==> config.mk <==
export PLATFORM = sky130hd
export DESIGN_NAME = iopm_monitor
export DESIGN_NICKNAME = d
export VERILOG_FILES = /design/src/iopm_pkg.sv /design/src/iopm_monitor.sv
export SDC_FILE = /design/constraint.sdc
export NUM_CORES = 2
export LEC_CHECK = 0
export BUFFER_PORTS_ARGS = -buffer_cell sky130_fd_sc_hd__buf_2
export CORE_ASPECT_RATIO = 1.25
export CORE_UTILIZATION = 45
export CTS_CLUSTER_SIZE = 12
export DETAILED_ROUTE_END_ITERATION = 8
export GPL_TIMING_DRIVEN = 0
export PLACE_DENSITY_LB_ADDON = 0.05
export SETUP_SLACK_MARGIN = 0.05
export SLEW_MARGIN = 30
export SYNTH_ARGS = -nofsm -noshare
export SYNTH_HDL_FRONTEND = slang
export SYNTH_SLANG_ARGS = --single-unit
==> constraint.sdc <==
create_clock -name CLK -period 61.6 [get_ports CLK]
set_clock_uncertainty 0.1 [all_clocks]
set_input_delay 6.16 -clock CLK [delete_from_list [all_inputs] [get_ports CLK]]
set_output_delay 6.16 -clock CLK [all_outputs]
set_load 0.01 [all_outputs]
==> src/iopm_pkg.sv <==
/*
 * iopm_pkg: shared constants and types of the IO stack performance monitor:
 * register word indices, control field layout, event select codes and the
 * packed structs for event inputs and module state.
 * Assumes a 32-bit classic Wishbone register bus with word addressing.
 */
package iopm_pkg;

   // sizes
   localparam int NUM_CTR = 4;
   localparam int NUM_PORTS = 8;
   localparam int CTR_W = 48;
   localparam int BW_W = 36;
   localparam int INC_W = 11;
   localparam int BW_BYTES_W = 7;
   localparam int BW_UNIT_LOG2 = 5;

   // register word indices (byte address = 4 * index)
   localparam logic [6:0] IDX_CTL = 7'h00;
   localparam logic [6:0] IDX_CTR = 7'h08;
   localparam logic [6:0] IDX_IOCLK = 7'h10;
   localparam logic [6:0] IDX_BWIN = 7'h20;
   localparam logic [6:0] IDX_BWOUT = 7'h30;
   localparam logic [6:0] IDX_STATUS = 7'h40;

   // control register field layout and write mask
   localparam int EVSEL_LSB = 0;
   localparam int EVSEL_W = 8;
   localparam int EN_BIT = 22;
   localparam int THR_LSB = 24;
   localparam int THR_W = 12;
   localparam int CH_LSB = 36;
   localparam int CH_W = 12;
   localparam int FC_LSB = 48;
   localparam int FC_W = 3;
   localparam logic [63:0] CTL_WMASK = 64'h0007_FFFF_FFFF_FFFF;
   localparam logic [63:0] CTL_RESET = 64'h0000_0000_0000_0000;
   localparam int STATUS_PD_BIT = 0;

   // event select codes
   localparam logic [7:0] EV_DBG_AND = 8'h02;
   localparam logic [7:0] EV_DBG_OR = 8'h03;
   localparam logic [7:0] EV_NOTHING = 8'h80;
   localparam logic [7:0] EV_CLOCKS = 8'h81;
   localparam logic [7:0] EV_INB_DATA = 8'h83;
   localparam logic [7:0] EV_INB_TXN = 8'h84;
   localparam logic [7:0] EV_INB_REQ = 8'h85;
   localparam logic [7:0] EV_ARB_REQ = 8'h86;
   localparam logic [7:0] EV_ARB_WON = 8'h87;
   localparam logic [7:0] EV_PASS_CMPL = 8'h90;
   localparam logic [7:0] EV_CL_CMPL = 8'h91;
   localparam logic [7:0] EV_REQ_CMPL = 8'h92;
   localparam logic [7:0] EV_OUTB_DATA = 8'hC0;
   localparam logic [7:0] EV_CBUF_INS = 8'hC2;
   localparam logic [7:0] EV_OUTQ_OCC = 8'hC5;
   localparam logic [7:0] EV_LINE_REQ = 8'hD0;
   localparam logic [7:0] EV_PKT_REQ = 8'hD1;
   localparam logic [7:0] EV_CBUF_OCC = 8'hD5;

   // per-cycle event inputs from the traffic controller, same clock
   typedef struct packed {
      logic [INC_W-1:0] inbound_data_request_event;
      logic inbound_transaction_event;
      logic inbound_request_count_event;
      logic ingress_arbitration_event;
      logic ingress_grant_event;
      logic pass_done_event;
      logic line_done_event;
      logic pcie_request_done_event;
      logic [INC_W-1:0] outbound_data_request_event;
      logic cbuf_insert_event;
      logic [8:0] outbound_queue_occupancy_event;
      logic egress_line_request_event;
      logic egress_packet_request_event;
      logic [8:0] cbuf_occupancy_event;
      logic dbg_and_match;
      logic dbg_or_match;
      logic [1:0] flow_class;
      logic [3:0] channel;
   } iopm_events_t;

   // whole state of the monitor
   typedef struct packed {
      logic [NUM_CTR-1:0][63:0] ctl;
      logic [NUM_CTR-1:0][CTR_W-1:0] ctr;
      logic [CTR_W-1:0] ioclk;
      logic [NUM_PORTS-1:0][BW_W-1:0] bw_in;
      logic [NUM_PORTS-1:0][BW_W-1:0] bw_out;
      logic [NUM_PORTS-1:0][BW_UNIT_LOG2-1:0] rem_in;
      logic [NUM_PORTS-1:0][BW_UNIT_LOG2-1:0] rem_out;
      logic pd_meta;
      logic pd;
      logic ack;
      logic [31:0] dat;
   } iopm_state_t;

endpackage

==> src/iopm_monitor.sv <==
/*
 * iopm_monitor: IO stack performance monitor with four programmable 48-bit
 * event counters, a free-running IO clock counter and per-port inbound and
 * outbound bandwidth counters, all reached over a classic Wishbone slave.
 * Assumes event inputs arrive on CLK from the traffic controller and that
 * STACK_POWER_DOWN comes from another domain and is synchronised here.
 */
// What this block does
// RULE1: four programmable 48-bit counters, any permitted event
// RULE2: counter accepts a multi-bit increment each cycle
// RULE3: flow-class field selects posted, non-posted, completions
// RULE4: channel mask field restricts counting to channels
// RULE5: threshold field gates counting by increment size
// RULE6: software writes zeros to reserved control bits
// RULE7: free-running counters ignore software writes
// RULE8: counting holds while the stack is powered down
// RULE9: IO clock counter, 48 bits, one per clock
// RULE10: inbound counter advances per 32 bytes
// RULE11: outbound counter advances per 32 bytes
// RULE12: bandwidth counters read-only 36 bits, reset zero
// RULE13: event 0x81 counts clocks on any counter
// RULE14: event 0x83 inbound data, counters 0-1 only
// RULE15: event 0xc0 outbound data, counters 2-3 only
// RULE16: event 0xc5 outbound queue occupancy, counters 2-3
// RULE17: events 0x86, 0x87 arbitration requests and grants
// RULE18: events 0xd0, 0xd1 outbound line and packet requests
// RULE19: 0xd5 completion occupancy on 2-3; 0xc2 inserts
// RULE20: events 0x02, 0x03 debug match, counters 0-1
// RULE21: events 0x90-0x92 PCIe request completion stages
// RULE22: events 0x84, 0x85 inbound transactions and requests
// RULE23: clock event advances once per controller clock
// RULE24: counters add increment and wrap modulo 2^48
// RULE25: forbidden event on a counter never increments
`timescale 1ns/1ns
`default_nettype none

module iopm_monitor #(
   parameter int NUM_CTR = 4,
   parameter int NUM_PORTS = 8
) (
   input wire logic CLK,
   input wire logic RESET,
   input wire logic WB_CYC_I,
   input wire logic WB_STB_I,
   input wire logic WB_WE_I,
   input wire logic [8:2] WB_ADR_I,
   input wire logic [3:0] WB_SEL_I,
   input wire logic [31:0] WB_DAT_I,
   output logic [31:0] WB_DAT_O,
   output logic WB_ACK_O,
   input wire iopm_pkg::iopm_events_t EVENTS,
   input wire logic [NUM_PORTS-1:0][6:0] BW_IN_BYTES,
   input wire logic [NUM_PORTS-1:0][6:0] BW_OUT_BYTES,
   input wire logic STACK_POWER_DOWN,
   output logic STACK_POWERED_DOWN
);

   // the state struct is sized by the package, so only those values are served
   if (NUM_CTR != iopm_pkg::NUM_CTR || NUM_PORTS != iopm_pkg::NUM_PORTS) begin : g_bad
      $error("iopm_monitor: NUM_CTR and NUM_PORTS must match the package");
   end

   iopm_pkg::iopm_state_t st_r;
   iopm_pkg::iopm_state_t st_nxt;

   // byte-lane merge for 32-bit writes
   function automatic logic [31:0] merge32(input logic [31:0] old_v,
                                            input logic [31:0] new_v,
                                            input logic [3:0] sel);
      logic [31:0] r;
      r = old_v;
      for (int b = 0; b < 4; b++) begin
         if (sel[b]) begin
            r[b*8 +: 8] = new_v[b*8 +: 8];
         end
      end
      return r;
   endfunction

   // whether an event code may run on a given counter
   function automatic logic permitted(input logic [7:0] code, input int idx);
      logic ok;
      ok = 1'b1;
      case (code)
         iopm_pkg::EV_DBG_AND, iopm_pkg::EV_DBG_OR,
         iopm_pkg::EV_INB_DATA: ok = (idx < 2);            // RULE14 RULE20
         iopm_pkg::EV_OUTB_DATA, iopm_pkg::EV_OUTQ_OCC,
         iopm_pkg::EV_CBUF_OCC: ok = (idx >= 2);           // RULE15 RULE16 RULE19
         default: ok = 1'b1;
      endcase
      return ok;
   endfunction

   // raw per-cycle increment of the selected event, before filtering
   function automatic logic [iopm_pkg::INC_W-1:0] raw_inc(input logic [7:0] code,
                                                          input iopm_pkg::iopm_events_t ev);
      logic [iopm_pkg::INC_W-1:0] v;
      v = '0;
      case (code)
         iopm_pkg::EV_CLOCKS: v = 11'h001;                                   // RULE13 RULE23
         iopm_pkg::EV_INB_DATA: v = ev.inbound_data_request_event;          // RULE14
         iopm_pkg::EV_INB_TXN: v = {10'h000, ev.inbound_transaction_event}; // RULE22
         iopm_pkg::EV_INB_REQ: v = {10'h000, ev.inbound_request_count_event}; // RULE22
         iopm_pkg::EV_ARB_REQ: v = {10'h000, ev.ingress_arbitration_event}; // RULE17
         iopm_pkg::EV_ARB_WON: v = {10'h000, ev.ingress_grant_event};       // RULE17
         iopm_pkg::EV_PASS_CMPL: v = {10'h000, ev.pass_done_event};         // RULE21
         iopm_pkg::EV_CL_CMPL: v = {10'h000, ev.line_done_event};           // RULE21
         iopm_pkg::EV_REQ_CMPL: v = {10'h000, ev.pcie_request_done_event};  // RULE21
         iopm_pkg::EV_OUTB_DATA: v = ev.outbound_data_request_event;        // RULE15
         iopm_pkg::EV_CBUF_INS: v = {10'h000, ev.cbuf_insert_event};        // RULE19
         iopm_pkg::EV_OUTQ_OCC: v = {2'h0, ev.outbound_queue_occupancy_event}; // RULE16
         iopm_pkg::EV_LINE_REQ: v = {10'h000, ev.egress_line_request_event}; // RULE18
         iopm_pkg::EV_PKT_REQ: v = {10'h000, ev.egress_packet_request_event}; // RULE18
         iopm_pkg::EV_CBUF_OCC: v = {2'h0, ev.cbuf_occupancy_event};        // RULE19
         iopm_pkg::EV_DBG_AND: v = {10'h000, ev.dbg_and_match};             // RULE20
         iopm_pkg::EV_DBG_OR: v = {10'h000, ev.dbg_or_match};               // RULE20
         default: v = '0;                                                   // includes 0x80
      endcase
      return v;
   endfunction

   // events tagged with flow class and channel honour those filters
   function automatic logic is_filtered(input logic [7:0] code);
      logic f;
      case (code)
         iopm_pkg::EV_INB_TXN, iopm_pkg::EV_INB_REQ, iopm_pkg::EV_ARB_REQ,
         iopm_pkg::EV_ARB_WON, iopm_pkg::EV_PASS_CMPL, iopm_pkg::EV_CL_CMPL,
         iopm_pkg::EV_REQ_CMPL: f = 1'b1;
         default: f = 1'b0;
      endcase
      return f;
   endfunction

   // increment a programmable counter takes this cycle
   function automatic logic [iopm_pkg::INC_W-1:0] ctr_inc(input logic [63:0] ctl,
                                                          input int idx,
                                                          input iopm_pkg::iopm_events_t ev);
      logic [7:0] code;
      logic [iopm_pkg::INC_W-1:0] v;
      logic [iopm_pkg::THR_W-1:0] thr;
      logic [iopm_pkg::CH_W-1:0] chm;
      logic [iopm_pkg::FC_W-1:0] fc;
      logic [15:0] chx;
      code = ctl[iopm_pkg::EVSEL_LSB +: iopm_pkg::EVSEL_W];
      thr = ctl[iopm_pkg::THR_LSB +: iopm_pkg::THR_W];
      chm = ctl[iopm_pkg::CH_LSB +: iopm_pkg::CH_W];
      fc = ctl[iopm_pkg::FC_LSB +: iopm_pkg::FC_W];
      // channel tags past the mask width are never selected, so pad with zeros
      chx = 16'(chm);
      v = raw_inc(code, ev);
      if (!ctl[iopm_pkg::EN_BIT] || !permitted(code, idx)) begin
         v = '0;                                                     // RULE25
      end
      if (is_filtered(code)) begin
         if (fc != {1'b0, ev.flow_class}) begin
            v = '0;                                                  // RULE3
         end
         if (chm != '0 && !chx[ev.channel]) begin
            v = '0;                                                  // RULE4
         end
      end
      if (thr != '0 && {1'b0, v} < thr) begin
         v = '0;                                                     // RULE5
      end
      return v;
   endfunction

   // bandwidth accumulation: bytes fold into a 32-byte remainder
   function automatic logic [iopm_pkg::BW_W+iopm_pkg::BW_UNIT_LOG2-1:0] bw_step(
         input logic [iopm_pkg::BW_W-1:0] cnt,
         input logic [iopm_pkg::BW_UNIT_LOG2-1:0] rem,
         input logic [6:0] bytes);
      logic [7:0] sum;
      logic [iopm_pkg::BW_W-1:0] c;
      sum = {3'h0, rem} + {1'b0, bytes};
      c = cnt + {{(iopm_pkg::BW_W-3){1'b0}}, sum[7:iopm_pkg::BW_UNIT_LOG2]};
      return {c, sum[iopm_pkg::BW_UNIT_LOG2-1:0]};
   endfunction

   logic bus_req;
   logic bus_wr;
   logic [6:0] widx;
   assign bus_req = WB_CYC_I & WB_STB_I;
   // a write lands on the edge where the master sees ack high
   assign bus_wr = bus_req & WB_WE_I & st_r.ack;
   assign widx = WB_ADR_I;

   // next state: counting, bus writes and read data capture
   always_comb begin
      logic [31:0] rd;
      logic [63:0] c64;
      st_nxt = st_r;
      rd = '0;
      c64 = '0;
      // power-down level crosses in through two flops
      st_nxt.pd_meta = STACK_POWER_DOWN;
      st_nxt.pd = st_r.pd_meta;
      st_nxt.ack = bus_req & ~st_r.ack;
      if (!st_r.pd) begin                                            // RULE8
         st_nxt.ioclk = st_r.ioclk + 48'h1;                          // RULE9
         for (int c = 0; c < iopm_pkg::NUM_CTR; c++) begin
            // 48-bit add wraps naturally
            st_nxt.ctr[c] = st_r.ctr[c] +
               {{(iopm_pkg::CTR_W-iopm_pkg::INC_W){1'b0}}, ctr_inc(st_r.ctl[c], c, EVENTS)}; // RULE1 RULE2 RULE24
         end
         for (int p = 0; p < iopm_pkg::NUM_PORTS; p++) begin
            {st_nxt.bw_in[p], st_nxt.rem_in[p]} =
               bw_step(st_r.bw_in[p], st_r.rem_in[p], BW_IN_BYTES[p]);   // RULE10
            {st_nxt.bw_out[p], st_nxt.rem_out[p]} =
               bw_step(st_r.bw_out[p], st_r.rem_out[p], BW_OUT_BYTES[p]); // RULE11
         end
      end
      // software writes reach control and programmable counters only
      if (bus_wr) begin                                              // RULE7
         if (widx[6:3] == iopm_pkg::IDX_CTL[6:3]) begin
            c64 = st_r.ctl[widx[2:1]];
            if (widx[0]) begin
               c64[63:32] = merge32(c64[63:32], WB_DAT_I, WB_SEL_I);
            end else begin
               c64[31:0] = merge32(c64[31:0], WB_DAT_I, WB_SEL_I);
            end
            st_nxt.ctl[widx[2:1]] = c64 & iopm_pkg::CTL_WMASK;       // RULE6
         end else if (widx[6:3] == iopm_pkg::IDX_CTR[6:3]) begin
            c64 = {16'h0000, st_r.ctr[widx[2:1]]};
            if (widx[0]) begin
               c64[63:32] = merge32(c64[63:32], WB_DAT_I, WB_SEL_I);
            end else begin
               c64[31:0] = merge32(c64[31:0], WB_DAT_I, WB_SEL_I);
            end
            st_nxt.ctr[widx[2:1]] = c64[iopm_pkg::CTR_W-1:0];
         end
      end
      // read mux, captured with ack; unmapped words read zero
      // a 64-bit value is read one half at a time, so a running count
      // may tear between halves; software rereads the high half to spot it
      if (widx[6:3] == iopm_pkg::IDX_CTL[6:3]) begin
         c64 = st_r.ctl[widx[2:1]];
         rd = widx[0] ? c64[63:32] : c64[31:0];
      end else if (widx[6:3] == iopm_pkg::IDX_CTR[6:3]) begin
         c64 = {16'h0000, st_r.ctr[widx[2:1]]};
         rd = widx[0] ? c64[63:32] : c64[31:0];
      end else if (widx[6:1] == iopm_pkg::IDX_IOCLK[6:1]) begin
         c64 = {16'h0000, st_r.ioclk};
         rd = widx[0] ? c64[63:32] : c64[31:0];
      end else if (widx[6:4] == iopm_pkg::IDX_BWIN[6:4]) begin
         c64 = {28'h0000000, st_r.bw_in[widx[3:1]]};                 // RULE12
         rd = widx[0] ? c64[63:32] : c64[31:0];
      end else if (widx[6:4] == iopm_pkg::IDX_BWOUT[6:4]) begin
         c64 = {28'h0000000, st_r.bw_out[widx[3:1]]};                // RULE12
         rd = widx[0] ? c64[63:32] : c64[31:0];
      end else if (widx == iopm_pkg::IDX_STATUS) begin
         rd[iopm_pkg::STATUS_PD_BIT] = st_r.pd;
      end
      if (bus_req & ~st_r.ack) begin
         st_nxt.dat = rd;
      end
   end

   // single state register
   always_ff @(posedge CLK or posedge RESET) begin
      if (RESET) begin
         st_r <= '0;
         for (int c = 0; c < iopm_pkg::NUM_CTR; c++) begin
            st_r.ctl[c] <= iopm_pkg::CTL_RESET;
         end
      end else begin
         st_r <= st_nxt;
      end
   end

   assign WB_ACK_O = st_r.ack;
   assign WB_DAT_O = st_r.dat;
   assign STACK_POWERED_DOWN = st_r.pd;

   logic ctl0_clk;
   logic ctl0_bad;
   logic ctr_wr;
   logic [7:0] ctl0_code;
   assign ctl0_code = st_r.ctl[0][iopm_pkg::EVSEL_LSB +: iopm_pkg::EVSEL_W];
   assign ctl0_clk = ctl0_code == iopm_pkg::EV_CLOCKS && st_r.ctl[0][iopm_pkg::EN_BIT];
   // every code barred from counter 0, not just one of them
   assign ctl0_bad = ctl0_code == iopm_pkg::EV_OUTB_DATA || ctl0_code == iopm_pkg::EV_OUTQ_OCC
                     || ctl0_code == iopm_pkg::EV_CBUF_OCC;
   assign ctr_wr = bus_wr && widx[6:3] == iopm_pkg::IDX_CTR[6:3];
endmodule

`default_nettype wire

==> results.tsv <==
metric	value	unit
clock_latency	0.81	ns
cts_setup_buffers	0	
wl_per_cell	30.38	um
seq_area	28400	sq um
slowest_stage	a31oi_1	
yosysTopAreaCell	dfrtp_1	
clk_pin_slew	0.06	ns
min_period	13.34	ns
first_pass_iters	6	
final_cell_mix	dfrtp_1 (1,135), nand2_1 (626), xnor2_1 (602)	
grt_pass1_vias	56106	
synth_area_leaders	dfrtp_1 (42%), mux4_2 (8.7%), xnor2_1 (7.8%)	
p_leak	0.03340	uW
syn_area	67890	sq um
synth_fp_nets	7178	
fillers	13952	
coreArea	150000	sq um
critPathBufInv	4	
synth_seq_cells	1135	
cp_max_fo	10	
synth_top_area_share	41.84	%
initialDrtViolationCount	5535	
syn_to_final_growth	12.80	%
place.gp.congestion	0.9942	
ys_async_sr_fraction	100.0	%
relSlewSlack	24.50	%
cp-end-kind	flop	
numCtsBuffers	130	
yosys_warnings	0	
vias	56621	
crit_path_cell_trace	clkbuf_1, buf_2, mux4_2, mux2i_1, o211ai_1, nand4b_1, o31ai_1, clkbuf_1, and2_1, ha_1, nand2b_1, or4_1, a211oi_2, and3b_1, fa_1, a211o_1, a2111oi_0, o21ai_0, a31oi_1, buf_2, nor3_1, xnor2_1, a21oi_1	
gr-total-overflow	0	
finalPower	2175	uW
required	62.17	ns
antenna_found_initial	21	
rsz0062_at_grt	no	
multi_input_area	37320	sq um
synth_ff_type	dfrtp_1	
netlist_instances	6710	
hpwl	218700	um
cts.htree.levels	4	
final_common_cell	dfrtp_1	
critical_path.top_delay_family	compound AO/OA/AOI/OAI gates	
clockBufferDepth	3	
rows	159	
yosysUniqueCellTypes	89	
cts_tree	built	
status	completed	
synth-edff-count	0	
ios	253	
holdBufCountCts	0	
cp-start-kind	input pin	
period_share	21.66	%
crit_type	in -> reg	
timing.fmax	0.07496	GHz
setup_viol	0	
p_per_area	28.40	nW/um^2
fp.dieW	349.4	um
die_h	436.2	um
nets	7583	
layout-drive-gt1-share	13.92	%
drtAntennaViolNets	0	
start_util	45.26	%
grt_pass1_wl	400600	um
cp.arrival	13.91	ns
maxSlewViolCount	0	
setup_tns	0	ns
syn_area_per_cell	10.12	sq um
synth-seq-area-share	41.84	%
cts_resized	0	
track_usage	36.78	%
drcViolationCount	0	
slowest_delay	0.69	ns
cts_sinks	1135	
cts_root_buf	clkbuf_16	
routed_wl	280300	um
die_area	152400	sq um
grt_max_degree	94	
hold_viol	0	
vias_per_cell	6.136	
io_buffer_count	244	
drv_cap	0	
min_path_type	reg -> reg	
vdd_drop_max	0.02955	mV
worstMarginPinSlew	1.132	ns
-- cell families (layout without fill, tap and decap cells) --
group | after synthesis | in the layout | share of synthesized area, %
AND/OR/NAND/NOR | 2294 | 2294 | 16.71
other | 0 | 10 | 0
adder cells (fa/ha/maj) | 249 | 249 | 4.987
flip-flops | 1135 | 1135 | 41.84
buffers and inverters | 556 | 1052 | 3.340
XOR/XNOR | 819 | 819 | 10.57
multiplexers | 475 | 475 | 12.01
AO/OA/AOI/OAI | 1182 | 1182 | 10.54
-- final timing paths --
| kind | startpoint | endpoint | slack, ns | depth (start not counted) |
|---|---|---|---|---|
| min in group asynchronous | RESET | st_r[925] | 5.32 | 2 |
| max reg2reg | st_r[1002] | st_r[815] | 53.19 | 23 |
| min | st_nxt[33] | STACK_POWERED_DOWN | 0.24 | 0 |
| max in group asynchronous | RESET | st_r[571] | 53.72 | 7 |
| min reg2reg | st_nxt[33] | STACK_POWERED_DOWN | 0.24 | 0 |
| max | EVENTS[0] | st_r[815] | 48.26 | 23 |
-- synth_stat cells, types with 24 or more instances --
master / count
buf_2: 48
a22oi_1: 52
nand4_1: 163
and2_1: 80
inv_1: 203
buf_1: 45
nor3b_1: 28
o31ai_1: 24
a21o_1: 73
nand2b_1: 33
nor2_1: 580
a211oi_1: 41
and3_1: 141
buf_4: 32
clkbuf_1: 228
a21oi_1: 483
nand2_1: 626
nor3_1: 84
nand3_1: 266
fa_1: 36
dfrtp_1: 1135
ha_1: 213
mux2i_1: 124
mux2_2: 88
nor4_1: 58
and4_1: 60
xnor2_1: 602
mux4_2: 263
nor2b_1: 44
a221oi_1: 32
xor2_1: 217
o21ai_0: 292
-- registers in the layout (all words and copies together), names as in the netlist --
name / flops
STACK_POWERED_DOWN: 1
WB_ACK_O: 1
WB_DAT_O: 32
ctl0_code: 8
st_nxt: 1
st_r: 1092
-- routing by layer --
layer	up-vias	global-route usage (%)	routed length, um
li1	24851	-	-
met1	28767	43.68	105900
met2	2276	60.45	133300
met3	711	6.056	17050
met4	16	26.23	24010
met5	-	0	110
-- through the flow --
stage / hold slack [ns] / std cells / util (%) / instance area, sq um / setup WS [ns]
6_report: 0.2399 / 9228 / 51.05 / 76580 / 48.26
5_1_grt: 0.2599 / 9219 / 51.04 / 76550 / 47.91
4_1_cts: 0.2452 / 9218 / 51.02 / 76520 / 48.43
3_5_place_dp: 0.2381 / 8995 / 48.24 / 72360 / 47.58
3_3_place_gp: 0.2335 / 8966 / 47.75 / 71620 / 7.842
2_1_floorplan: 0.2312 / 6710 / - / 67890 / 23.38
-- report_power, final --
group          total (uW)  switching, uW  leakage (uW)  internal (uW)
clock                 786            341       0.00205            445
sequential            908           86.2        0.0152            822
combinational         481            271        0.0162            210
total                2170            698        0.0334           1480
-- worst reg2reg max path, stage by stage, from the launching register on --
cell and delay (ns):
dfrtp_1 0.32, clkbuf_1 0.46, or3b_2 0.57, or4_1 0.41, nor2_1 0.60, a22oi_1 0.18
o21ai_0 0.21, and2_1 0.21, ha_1 0.25, a21oi_1 0.17, nor2b_1 0.06, o21ai_0 0.16
a21oi_1 0.12, a211oi_2 0.47, and3b_1 0.31, fa_1 0.48, a211o_1 0.37, a2111oi_0 0.68
o21ai_0 0.36, a31oi_1 0.69, buf_2 0.42, nor3_1 0.11, xnor2_1 0.16, a21oi_1 0.38
-- final cells by class --
| class | count | area share (%) |
|---|---|---|
| plain buffers | 353 | 2.028 |
| flip-flops and latches | 1135 | 37.09 |
| clock buffers | 184 | 4.884 |
| repair buffers | 273 | 2.394 |
| well taps | 2012 | 3.287 |
| diodes | 10 | 0.03268 |
| clock inverters | 39 | 0.5506 |
| inverters | 203 | 1.005 |
| multi-input cells | 5019 | 48.73 |
Note: power is estimated with default switching activity, not from simulation.
